--- config.mk ---
export PLATFORM = sky130hd
export DESIGN_NAME = ldbm_top
export DESIGN_NICKNAME = d
export VERILOG_FILES = /design/src/hw/ldbm_pkg.sv /design/src/hw/ldbm_top.sv
export SDC_FILE = /design/constraint.sdc
export NUM_CORES = 1
export LEC_CHECK = 0
export BUFFER_PORTS_ARGS = -buffer_cell sky130_fd_sc_hd__buf_4
export CAP_MARGIN = 0
export CORE_ASPECT_RATIO = 0.8
export CORE_MARGIN = 2
export CORE_UTILIZATION = 45
export CTS_BUF_LIST = sky130_fd_sc_hd__clkbuf_4 sky130_fd_sc_hd__clkbuf_8
export CTS_CLUSTER_SIZE = 20
export DETAILED_ROUTE_END_ITERATION = 8
export PLACE_DENSITY = 0.78
export REMOVE_ABC_BUFFERS = 1
export SYNTH_ARGS = -nofsm -noshare
export SYNTH_HDL_FRONTEND = slang
export SYNTH_SLANG_ARGS = --single-unit
--- constraint.sdc ---
create_clock -name clk -period 2.53 [get_ports clk]
set_input_delay 0.1265 -clock clk [delete_from_list [all_inputs] [get_ports clk]]
set_output_delay 0.1265 -clock clk [all_outputs]
set_load 0.05 [all_outputs]
--- src/hw/ldbm_pkg.sv ---
// Package: constants and types for the panel data bus mapper and its interrupts
`default_nettype none
package ldbm_pkg;
  // Register byte offsets
  localparam logic [7:0] OFF_IRQ_ENABLE  = 8'h00;
  localparam logic [7:0] OFF_IRQ_DISABLE = 8'h04;
  localparam logic [7:0] OFF_IRQ_CLEAR   = 8'h08;
  localparam logic [7:0] OFF_IRQ_MASK    = 8'h0c;
  localparam logic [7:0] OFF_IRQ_STATUS  = 8'h10;
  localparam logic [7:0] OFF_CTRL        = 8'h14;
  localparam logic [7:0] OFF_PATH_STATE  = 8'h18;

  // Control register fields
  localparam int CTRL_MODE_LSB   = 0;
  localparam int CTRL_MODE_MSB   = 2;
  localparam int CTRL_COLOUR_BIT = 3;
  localparam int CTRL_ENABLE_BIT = 7;

  // Reset values
  localparam logic [7:0]  CTRL_RESET   = 8'h00;
  localparam logic [5:0]  MASK_RESET   = 6'h00;
  localparam logic [5:0]  STATUS_RESET = 6'h00;

  // Interrupt sources
  localparam int IRQ_N          = 6;
  localparam int IRQ_MEM_ERR    = 0;
  localparam int IRQ_UNDERFLOW  = 1;
  localparam int IRQ_OVERWRITE  = 2;
  localparam int IRQ_END_FRAME  = 3;
  localparam int IRQ_END_LINE   = 4;
  localparam int IRQ_END_LAST   = 5;

  // Bus answers
  localparam logic [1:0] RESP_OKAY   = 2'b00;
  localparam logic [1:0] RESP_SLVERR = 2'b10;

  // STN lane widths and bits per pixel
  localparam logic [4:0] STN_NARROW  = 5'h04;
  localparam logic [4:0] STN_WIDE    = 5'h08;
  localparam logic [4:0] BITS_MONO   = 5'h01;
  localparam logic [4:0] BITS_COLOUR = 5'h03;

  typedef enum logic [2:0] {
    LDBM_STN4   = 3'h0,
    LDBM_STN8   = 3'h1,
    LDBM_DUAL8  = 3'h2,
    LDBM_DUAL16 = 3'h3,
    LDBM_TFT24  = 3'h4,
    LDBM_TFT16  = 3'h5
  } ldbm_mode_t;

  // One pixel from the serializer; STN bits are {red, green, blue}, mono uses bit 0
  typedef struct packed {
    logic [2:0]  up_bits;
    logic [2:0]  lo_bits;
    logic [23:0] tft;
  } ldbm_pix_t;

  // Event strobes from DMA, FIFO, serializer and timing generator
  typedef struct packed {
    logic mem_err;
    logic ser_rd;
    logic fifo_empty;
    logic dma_wr;
    logic fifo_full;
    logic frame_reload;
    logic line_blank_start;
    logic last_line;
    logic dma_active;
  } ldbm_evt_t;
endpackage : ldbm_pkg
`default_nettype wire

--- src/hw/ldbm_top.sv ---
// Panel data bus mapper with six-source interrupt block and AXI4-Lite registers
// Functional notes
// - 4-bit single STN drives lines 3..0 only; lines 23..4 unused.
// - 8-bit single STN drives lines 7..0 only; lines 23..8 unused.
// - 8-bit dual STN: upper panel on 3..0, lower on 7..4.
// - 16-bit dual STN: upper panel on 7..0, lower on 15..8.
// - STN mono sends one bit per pixel, colour sends three bits.
// - STN bits leave as consecutive bits across the active lines.
// - 24-bit TFT: red 7..0, green 15..8, blue 23..16 per transfer.
// - 16-bit TFT: five bits per colour at top, intensity on 2,10,18.
// - Six interrupt sources, all made on the core clock.
// - Memory error raised on DMA bus error response.
// - Underflow raised when serializer reads an empty FIFO.
// - Overwrite raised when DMA writes a full FIFO.
// - End of frame raised when DMA reloads frame base pointers.
// - End of line raised at line blank start while DMA inactive.
// - End of last line raised at last line blank while DMA inactive.
// - Separate enable, disable and clear write registers per source.
// - Readable mask register and readable status register.
`default_nettype none
module ldbm_top (
  input  wire logic                 clk,
  input  wire logic                 rst_b,
  input  wire logic                 s_axi_awvalid,
  output logic                      s_axi_awready,
  input  wire logic [7:0]           s_axi_awaddr,
  input  wire logic                 s_axi_wvalid,
  output logic                      s_axi_wready,
  input  wire logic [31:0]          s_axi_wdata,
  input  wire logic [3:0]           s_axi_wstrb,
  output logic                      s_axi_bvalid,
  input  wire logic                 s_axi_bready,
  output logic [1:0]                s_axi_bresp,
  input  wire logic                 s_axi_arvalid,
  output logic                      s_axi_arready,
  input  wire logic [7:0]           s_axi_araddr,
  output logic                      s_axi_rvalid,
  input  wire logic                 s_axi_rready,
  output logic [31:0]               s_axi_rdata,
  output logic [1:0]                s_axi_rresp,
  input  wire logic                 pix_valid,
  output logic                      pix_ready,
  input  wire ldbm_pkg::ldbm_pix_t  pix,
  input  wire ldbm_pkg::ldbm_evt_t  evt,
  input  wire logic                 dot_clk,
  output logic [23:0]               panel_data_bus,
  output logic                      panel_data_enable,
  output logic                      irq
);

  function automatic logic [7:0] ldbm_take_bits(input logic [15:0] acc, input logic [4:0] fill,
                                                 input logic [4:0]  w);
    logic [15:0] sh;
    sh = acc >> (fill - w);
    ldbm_take_bits = (w == ldbm_pkg::STN_NARROW) ? {4'h0, sh[3:0]} : sh[7:0];
  endfunction : ldbm_take_bits
  function automatic logic [15:0] ldbm_append(input logic [15:0] acc, input logic [2:0] bits,
                                              input logic        colour);
    ldbm_append = colour ? {acc[12:0], bits} : {acc[14:0], bits[0]};
  endfunction : ldbm_append
  function automatic logic ldbm_hit(input logic [7:0] addr, input logic [7:0] off);
    ldbm_hit = ({addr[7:2], 2'b00} == off);
  endfunction : ldbm_hit
  // Registers and state
  logic [7:0]  ctrl;
  logic [5:0]  irq_mask;
  logic [5:0]  irq_status;
  logic [15:0] acc_up;
  logic [15:0] acc_lo;
  logic [4:0]  fill;
  logic [23:0] out_word;
  logic        out_full;
  logic        dot_s1;
  logic        dot_s2;
  logic        dot_s3;
  logic        aw_hold;
  logic        w_hold;
  logic [7:0]  wr_addr;
  logic [31:0] wr_data;
  logic [3:0]  wr_strb;

  // Decoded control and datapath terms
  ldbm_pkg::ldbm_mode_t mode;
  logic        enable;
  logic        colour;
  logic        is_tft;
  logic [4:0]  lane_w;
  logic [4:0]  bits_pp;
  logic        take;
  logic        emit;
  logic        dot_edge;
  logic [7:0]  up_word;
  logic [7:0]  lo_word;
  logic [23:0] stn_word;
  logic [23:0] tft_word;
  logic [4:0]  next_fill;
  logic        next_out_full;
  logic        do_write;
  logic        icr_write;
  logic [5:0]  irq_events;

  assign mode     = ldbm_pkg::ldbm_mode_t'(ctrl[ldbm_pkg::CTRL_MODE_MSB:ldbm_pkg::CTRL_MODE_LSB]);
  assign enable   = ctrl[ldbm_pkg::CTRL_ENABLE_BIT];
  assign colour   = ctrl[ldbm_pkg::CTRL_COLOUR_BIT];
  assign dot_edge = dot_s2 & ~dot_s3;
  assign take     = pix_valid & pix_ready;
  assign do_write = aw_hold & w_hold & ~s_axi_bvalid;
  assign icr_write = do_write & ldbm_hit(wr_addr, ldbm_pkg::OFF_IRQ_CLEAR) & wr_strb[0];

  // Datapath steering per panel mode
  always_comb begin
    is_tft   = (mode == ldbm_pkg::LDBM_TFT24) | (mode == ldbm_pkg::LDBM_TFT16);
    lane_w   = ((mode == ldbm_pkg::LDBM_STN8) | (mode == ldbm_pkg::LDBM_DUAL16)) ?
               ldbm_pkg::STN_WIDE : ldbm_pkg::STN_NARROW;
    bits_pp  = colour ? ldbm_pkg::BITS_COLOUR : ldbm_pkg::BITS_MONO;
    emit     = enable & ~is_tft & ~out_full & (fill >= lane_w);
    up_word  = ldbm_take_bits(acc_up, fill, lane_w);
    lo_word  = ldbm_take_bits(acc_lo, fill, lane_w);
    stn_word = 24'h000000;
    case (mode)
      ldbm_pkg::LDBM_STN4:   stn_word[3:0]  = up_word[3:0];
      ldbm_pkg::LDBM_STN8:   stn_word[7:0]  = up_word;
      ldbm_pkg::LDBM_DUAL8:  stn_word[7:0]  = {lo_word[3:0], up_word[3:0]};
      ldbm_pkg::LDBM_DUAL16: stn_word[15:0] = {lo_word, up_word};
      default:               stn_word       = 24'h000000;
    endcase
    tft_word = 24'h000000;
    case (mode)
      ldbm_pkg::LDBM_TFT24: tft_word = pix.tft;
      ldbm_pkg::LDBM_TFT16: tft_word = {pix.tft[14:10], pix.tft[15], 2'b00,
                                        pix.tft[9:5], pix.tft[15], 2'b00,
                                        pix.tft[4:0], pix.tft[15], 2'b00};
      default:              tft_word = 24'h000000;
    endcase
    next_fill     = (emit ? fill - lane_w : fill) + (take & ~is_tft ? bits_pp : 5'h00);
    next_out_full = emit | (take & is_tft) | (out_full & ~dot_edge);
  end

  // Dot clock sampling
  always_ff @(posedge clk or negedge rst_b) begin
    if (!rst_b) begin
      dot_s1 <= 1'b0;
      dot_s2 <= 1'b0;
      dot_s3 <= 1'b0;
    end else begin
      dot_s1 <= dot_clk;
      dot_s2 <= dot_s1;
      dot_s3 <= dot_s2;
    end
  end

  // STN bit packer
  always_ff @(posedge clk or negedge rst_b) begin
    if (!rst_b) begin
      acc_up <= 16'h0000;
      acc_lo <= 16'h0000;
      fill   <= 5'h00;
    end else if (!enable) begin
      fill   <= 5'h00;
    end else begin
      fill <= next_fill;
      if (take && !is_tft) begin
        acc_up <= ldbm_append(acc_up, pix.up_bits, colour);
        acc_lo <= ldbm_append(acc_lo, pix.lo_bits, colour);
      end
    end
  end

  // Output slot and input readiness
  always_ff @(posedge clk or negedge rst_b) begin
    if (!rst_b) begin
      out_word  <= 24'h000000;
      out_full  <= 1'b0;
      pix_ready <= 1'b0;
    end else if (!enable) begin
      out_full  <= 1'b0;
      pix_ready <= 1'b0;
    end else begin
      out_full  <= next_out_full;
      pix_ready <= is_tft ? ~next_out_full : (next_fill < lane_w);
      if (emit) begin
        out_word <= stn_word;
      end else if (take && is_tft) begin
        out_word <= tft_word;
      end
    end
  end

  // Panel bus drive on each dot clock rising edge
  always_ff @(posedge clk or negedge rst_b) begin
    if (!rst_b) begin
      panel_data_bus    <= 24'h000000;
      panel_data_enable <= 1'b0;
    end else if (!enable) begin
      panel_data_bus    <= 24'h000000;
      panel_data_enable <= 1'b0;
    end else if (dot_edge) begin
      panel_data_enable <= out_full;
      if (out_full) begin
        panel_data_bus <= out_word;
      end
    end
  end

  // Interrupt sources on the core clock
  always_comb begin
    irq_events = 6'h00;
    irq_events[ldbm_pkg::IRQ_MEM_ERR]   = evt.mem_err;
    irq_events[ldbm_pkg::IRQ_UNDERFLOW] = evt.ser_rd & evt.fifo_empty;
    irq_events[ldbm_pkg::IRQ_OVERWRITE] = evt.dma_wr & evt.fifo_full;
    irq_events[ldbm_pkg::IRQ_END_FRAME] = evt.frame_reload;
    irq_events[ldbm_pkg::IRQ_END_LINE]  = evt.line_blank_start & ~evt.dma_active;
    irq_events[ldbm_pkg::IRQ_END_LAST]  = evt.line_blank_start & evt.last_line &
                                          ~evt.dma_active;
  end

  // Status, mask and control registers
  always_ff @(posedge clk or negedge rst_b) begin
    if (!rst_b) begin
      irq_status <= ldbm_pkg::STATUS_RESET;
      irq_mask   <= ldbm_pkg::MASK_RESET;
      ctrl       <= ldbm_pkg::CTRL_RESET;
      irq        <= 1'b0;
    end else begin
      irq_status <= (irq_status & ~(icr_write ? wr_data[5:0] : 6'h00)) | irq_events;
      irq        <= |(irq_status & irq_mask);
      if (do_write && wr_strb[0]) begin
        if (ldbm_hit(wr_addr, ldbm_pkg::OFF_IRQ_ENABLE)) begin
          irq_mask <= irq_mask | wr_data[5:0];
        end else if (ldbm_hit(wr_addr, ldbm_pkg::OFF_IRQ_DISABLE)) begin
          irq_mask <= irq_mask & ~wr_data[5:0];
        end else if (ldbm_hit(wr_addr, ldbm_pkg::OFF_CTRL)) begin
          ctrl <= wr_data[7:0];
        end
      end
    end
  end

  // AXI4-Lite write channel
  always_ff @(posedge clk or negedge rst_b) begin
    if (!rst_b) begin
      s_axi_awready <= 1'b1;
      s_axi_wready  <= 1'b1;
      s_axi_bvalid  <= 1'b0;
      s_axi_bresp   <= ldbm_pkg::RESP_OKAY;
      aw_hold       <= 1'b0;
      w_hold        <= 1'b0;
      wr_addr       <= 8'h00;
      wr_data       <= 32'h00000000;
      wr_strb       <= 4'h0;
    end else begin
      if (s_axi_awvalid && s_axi_awready) begin
        s_axi_awready <= 1'b0;
        aw_hold       <= 1'b1;
        wr_addr       <= s_axi_awaddr;
      end
      if (s_axi_wvalid && s_axi_wready) begin
        s_axi_wready <= 1'b0;
        w_hold       <= 1'b1;
        wr_data      <= s_axi_wdata;
        wr_strb      <= s_axi_wstrb;
      end
      if (do_write) begin
        aw_hold      <= 1'b0;
        w_hold       <= 1'b0;
        s_axi_bvalid <= 1'b1;
        s_axi_bresp  <= (ldbm_hit(wr_addr, ldbm_pkg::OFF_IRQ_ENABLE) ||
                         ldbm_hit(wr_addr, ldbm_pkg::OFF_IRQ_DISABLE) ||
                         ldbm_hit(wr_addr, ldbm_pkg::OFF_IRQ_CLEAR) ||
                         ldbm_hit(wr_addr, ldbm_pkg::OFF_CTRL)) ?
                        ldbm_pkg::RESP_OKAY : ldbm_pkg::RESP_SLVERR;
      end
      if (s_axi_bvalid && s_axi_bready) begin
        s_axi_bvalid  <= 1'b0;
        s_axi_awready <= 1'b1;
        s_axi_wready  <= 1'b1;
      end
    end
  end

  // AXI4-Lite read channel
  always_ff @(posedge clk or negedge rst_b) begin
    if (!rst_b) begin
      s_axi_arready <= 1'b1;
      s_axi_rvalid  <= 1'b0;
      s_axi_rdata   <= 32'h00000000;
      s_axi_rresp   <= ldbm_pkg::RESP_OKAY;
    end else if (s_axi_arvalid && s_axi_arready) begin
      s_axi_arready <= 1'b0;
      s_axi_rvalid  <= 1'b1;
      s_axi_rresp   <= ldbm_pkg::RESP_OKAY;
      s_axi_rdata   <= 32'h00000000;
      if (ldbm_hit(s_axi_araddr, ldbm_pkg::OFF_IRQ_MASK)) begin
        s_axi_rdata[5:0] <= irq_mask;
      end else if (ldbm_hit(s_axi_araddr, ldbm_pkg::OFF_IRQ_STATUS)) begin
        s_axi_rdata[5:0] <= irq_status;
      end else if (ldbm_hit(s_axi_araddr, ldbm_pkg::OFF_CTRL)) begin
        s_axi_rdata[7:0] <= ctrl;
      end else if (ldbm_hit(s_axi_araddr, ldbm_pkg::OFF_PATH_STATE)) begin
        s_axi_rdata[5:0] <= {out_full, fill};
      end else if (!ldbm_hit(s_axi_araddr, ldbm_pkg::OFF_IRQ_ENABLE) &&
                   !ldbm_hit(s_axi_araddr, ldbm_pkg::OFF_IRQ_DISABLE) &&
                   !ldbm_hit(s_axi_araddr, ldbm_pkg::OFF_IRQ_CLEAR)) begin
        s_axi_rresp <= ldbm_pkg::RESP_SLVERR;
      end
    end else if (s_axi_rvalid && s_axi_rready) begin
      s_axi_rvalid  <= 1'b0;
      s_axi_arready <= 1'b1;
    end
  end
endmodule : ldbm_top
`default_nettype wire

==> summary.txt <==
Power and ir drop
  – P per Cell Area: 638.1 mW/mm²
  – Static leakage: 4.299 nW
  – Max IR drop VDD: 0.3286 mV

Global routing
  – Vias in the first global route: 5955
  – First-pass GRT wire length: just over 30000 µm
  – Initial antenna violation count: 0
  – Total GRT Usage: 21.37%
  – Gr ovfl total: 0
  – Largest net degree at the start of global routing: 82

Critical path
  – Worst reg2reg path depth: 8
  – CP endpoint kind: register
  – Crit path top cell by count: nand2_1
  – RR Endpoint: irq_status[1]
  – CP Max Fanout: 6
  – WP data required: roughly 2.9 ns
  – Crit-path leading delay family: simple AND/OR/NAND/NOR gates
  – Critical path depth: 8
  – CP Cell Sequence: nand3b_1 > nor4_2 > nand2_1 > nor4b_2 > buf_4 > nand2_1 > a22o_1 > dlygate4sd3_1
  – Worst reg2reg setup slack: 0.08 ns
  – Slowest library cell on the worst path: dlygate4sd3_1
  – Startpoint type of the worst setup path: register
  – R2R Path Start: s_axi_bvalid
  – Crit Path Class: register to register
  – CP arrival: approximately 2.8 ns
  – CP max stage delay: roughly 0.59 ns
  – Buf+Inv Stages, Crit Path: 2

CTS
  – CTS sink cnt: 144
  – Clock latency on the worst-skew pair: about 0.46 ns
  – Root Buffer: clkbuf_8
  – CTS buffer count: 17
  – Postcts setup bufs: 0
  – Clock-pin slew on the worst setup and hold paths: 0.09 ns
  – Clock buffer depth: 2
  – Htree depth: 4
  – CTS tree: yes

Logic synthesis
  – Top cell type's share of synthesized area: 45.21%
  – Post-synth ARST share: 100.0%
  – Post-synth EDFFs: 0
  – Seq/Total Area, Yosys: 46.22%
  – Post-synth top area cell: dfrtp_1
  – Cell Area, Synth: about 0.0078 mm²
  – Yosys warning count: 0
  – Netlist cell types: 55
  – Syn Inst Count: between 700 and 800
  – Syn Area/Cell: 10.72 µm²
  – Yosys reg bits: 144
  – Primary FF master, synth: dfrtp_1
  – Largest cells by area after synthesis: dfrtp_1 45%, mux2i_1 9.5%, mux4_2 5.8%

Min path
  – Hold EP: s_axi_rresp[1]
  – Hold_sp: s_axi_araddr[4]
  – Hold depth: 3
  – Hold WC Path Type: input port to register

Floorplan
  – Die area: 0.01842 mm²
  – Row count: 43
  – Die W: 151.2 µm
  – IO Pins: 168
  – Initial Utilization: 45.48%
  – Chip height: 121.8 µm
  – CORE AREA: 0.01716 mm²

Timing
  – Fmax: 407.5 MHz
  – Final Hold Viols: 0
  – Slew Limit Fails: 0
  – Final Hold Slack: ~0.036 ns
  – Tcrit/Tclk final: 97.00%
  – Final min period: 2.454 ns
  – Final Skew: 0.01395 ns
  – Actual transition at the worst max-transition pin: 0.7632 ns
  – Setup violations, final: 0
  – Slew Limit Headroom: between 40% and 50%

Placement
  – Routability congestion estimate: 0.9061
  – Cell count after placement: 1044
  – Port-buffer cells: 110
  – Dpl hpwl: about 13000 µm

Layout
  – Most frequent cells in the layout: 140 x dfrtp_1, 134 x buf_4, 100 x nand2_1
  – Post-layout net count: 999
  – Core Util, Final: 57.21%
  – Layout cells sized above 1: a little over a quarter
  – Post-Layout Cell Count: 1133
  – Area Overhead vs Synth: 25.79%
  – Antenna Cells: 0
  – Commonest non-fill, non-tap cell in the layout: dfrtp_1

Route
  – WL/cell: roughly 17 µm
  – DR WL met3: 1083 µm
  – Initial DRC Count: about 460
  – Drt pass-1 iters: 5
  – Met2 WL: 8655 µm
  – Drt total wl: 19000 µm
  – DR vias: approximately 6200
  – DR DRC count: 0
  – Max Used Layer: met4
  – Post-route ant nets: 0
  – Met1 wire length: 8953 µm
  – Via density: ~5.5

Outcome
  – Run status: complete, no violations

Run
  – Maxcap violations: 0
timing repair:
| action | 4_1_cts | 5_1_grt |
|---|---|---|
| hold endpoints to repair | 123 | 0 |
| gates resized for setup | 0 | 6 |
| hold buffers | 57 | 0 |
| endpoints found under the setup margin | 0 | 9 |
registers in the layout (all words and copies together), names as in the netlist, 5 cells and up, named ones only:
| register | flops |
|---|---|
| acc_lo | 16 |
| acc_up | 16 |
| ctrl | 8 |
| fill | 5 |
| irq_status | 6 |
| out_word | 24 |
| panel_data_bus | 24 |
| s_axi_rdata | 8 |
| wr_addr | 6 |
| wr_data | 8 |
cells by family after synthesis:
kind of cell             count (synthesis)  synth area share, %
adder cells (fa/ha/maj)                  4               0.7375
flip-flops                             144                46.22
AO/OA/AOI/OAI                          169                14.78
other                                    1              0.04805
buffers and inverters                   88                6.300
AND/OR/NAND/NOR                        192                11.41
multiplexers                           124                19.59
XOR/XNOR                                 6               0.9138
power by group:
group / internal, mW / total, mW / switching (mW) / leakage, nW
sequential: 2.58 / 2.84 / 0.260 / 1.86
clock: 0.845 / 1.81 / 0.966 / 0.186
combinational: 0.699 / 1.62 / 0.917 / 2.25
worst reg2reg max path, cell delays in order, from the launching register on:
cell	delay, ns
dfrtp_1	0.42
nand3b_1	0.26
nor4_2	0.25
nand2_1	0.16
nor4b_2	0.23
buf_4	0.19
nand2_1	0.06
a22o_1	0.17
dlygate4sd3_1	0.59
routing by layer:
metal	global-route usage, %	up-vias
met2	32.10	187
met4	7.009	0
li1	-	2939
met5	0	-
met3	3.596	25
met1	31.62	3044
stage by stage:
| stage | setup slack, ns | total power, mW | setup TNS [ns] | cell area (µm²) |
|---|---|---|---|---|
| finish | 0.07586 | 6.265 | 0 | 9818 |
| global placement | 0.2347 | 4.323 | 0 | 8831 |
| floorplan | -0.2322 | 3.818 | -2.699 | 7463 |
| detailed placement | 0.2029 | 4.369 | 0 | 8831 |
| global route | -0.01109 | 6.545 | -0.01918 | 9818 |
| CTS | 0.06479 | 6.252 | 0 | 9789 |
cell usage after synthesis (all sizes together), types with 5 or more instances:
cell type,instances
dfrtp,141
nand2,100
mux2i,74
o21ai,53
buf,43
clkbuf,30
mux2,30
a21oi,28
a22o,28
nor2,23
mux4,20
inv,15
nand3,14
nor3,13
a21o,10
a221o,9
nor2b,9
o31ai,7
a221oi,6
nand2b,6
nor3b,6
a222oi,5
a31oi,5
and3,5
xnor2,5
worst max path at each step:
stage | start | to | slack (ns)
floorplan | ctrl[0] | out_word[10] | -0.23
global placement | ctrl[2] | out_word[10] | 0.23
detailed placement | ctrl[2] | out_word[10] | 0.20
CTS | s_axi_bvalid | irq_status[1] | 0.06
global route | s_axi_bvalid | irq_status[2] | -0.01
finish | s_axi_bvalid | irq_status[1] | 0.08
cell type report:
cell class,count,area (µm²)
clock buffers,19,261.5
clock inverters,13,126.4
fillers,1447,7345
inverters,15,56.30
multi-input cells,521,3825
flip-flops and latches,144,3608
well taps,225,281.5
repair buffers,196,1659
(Power assumes the default switching activity.)
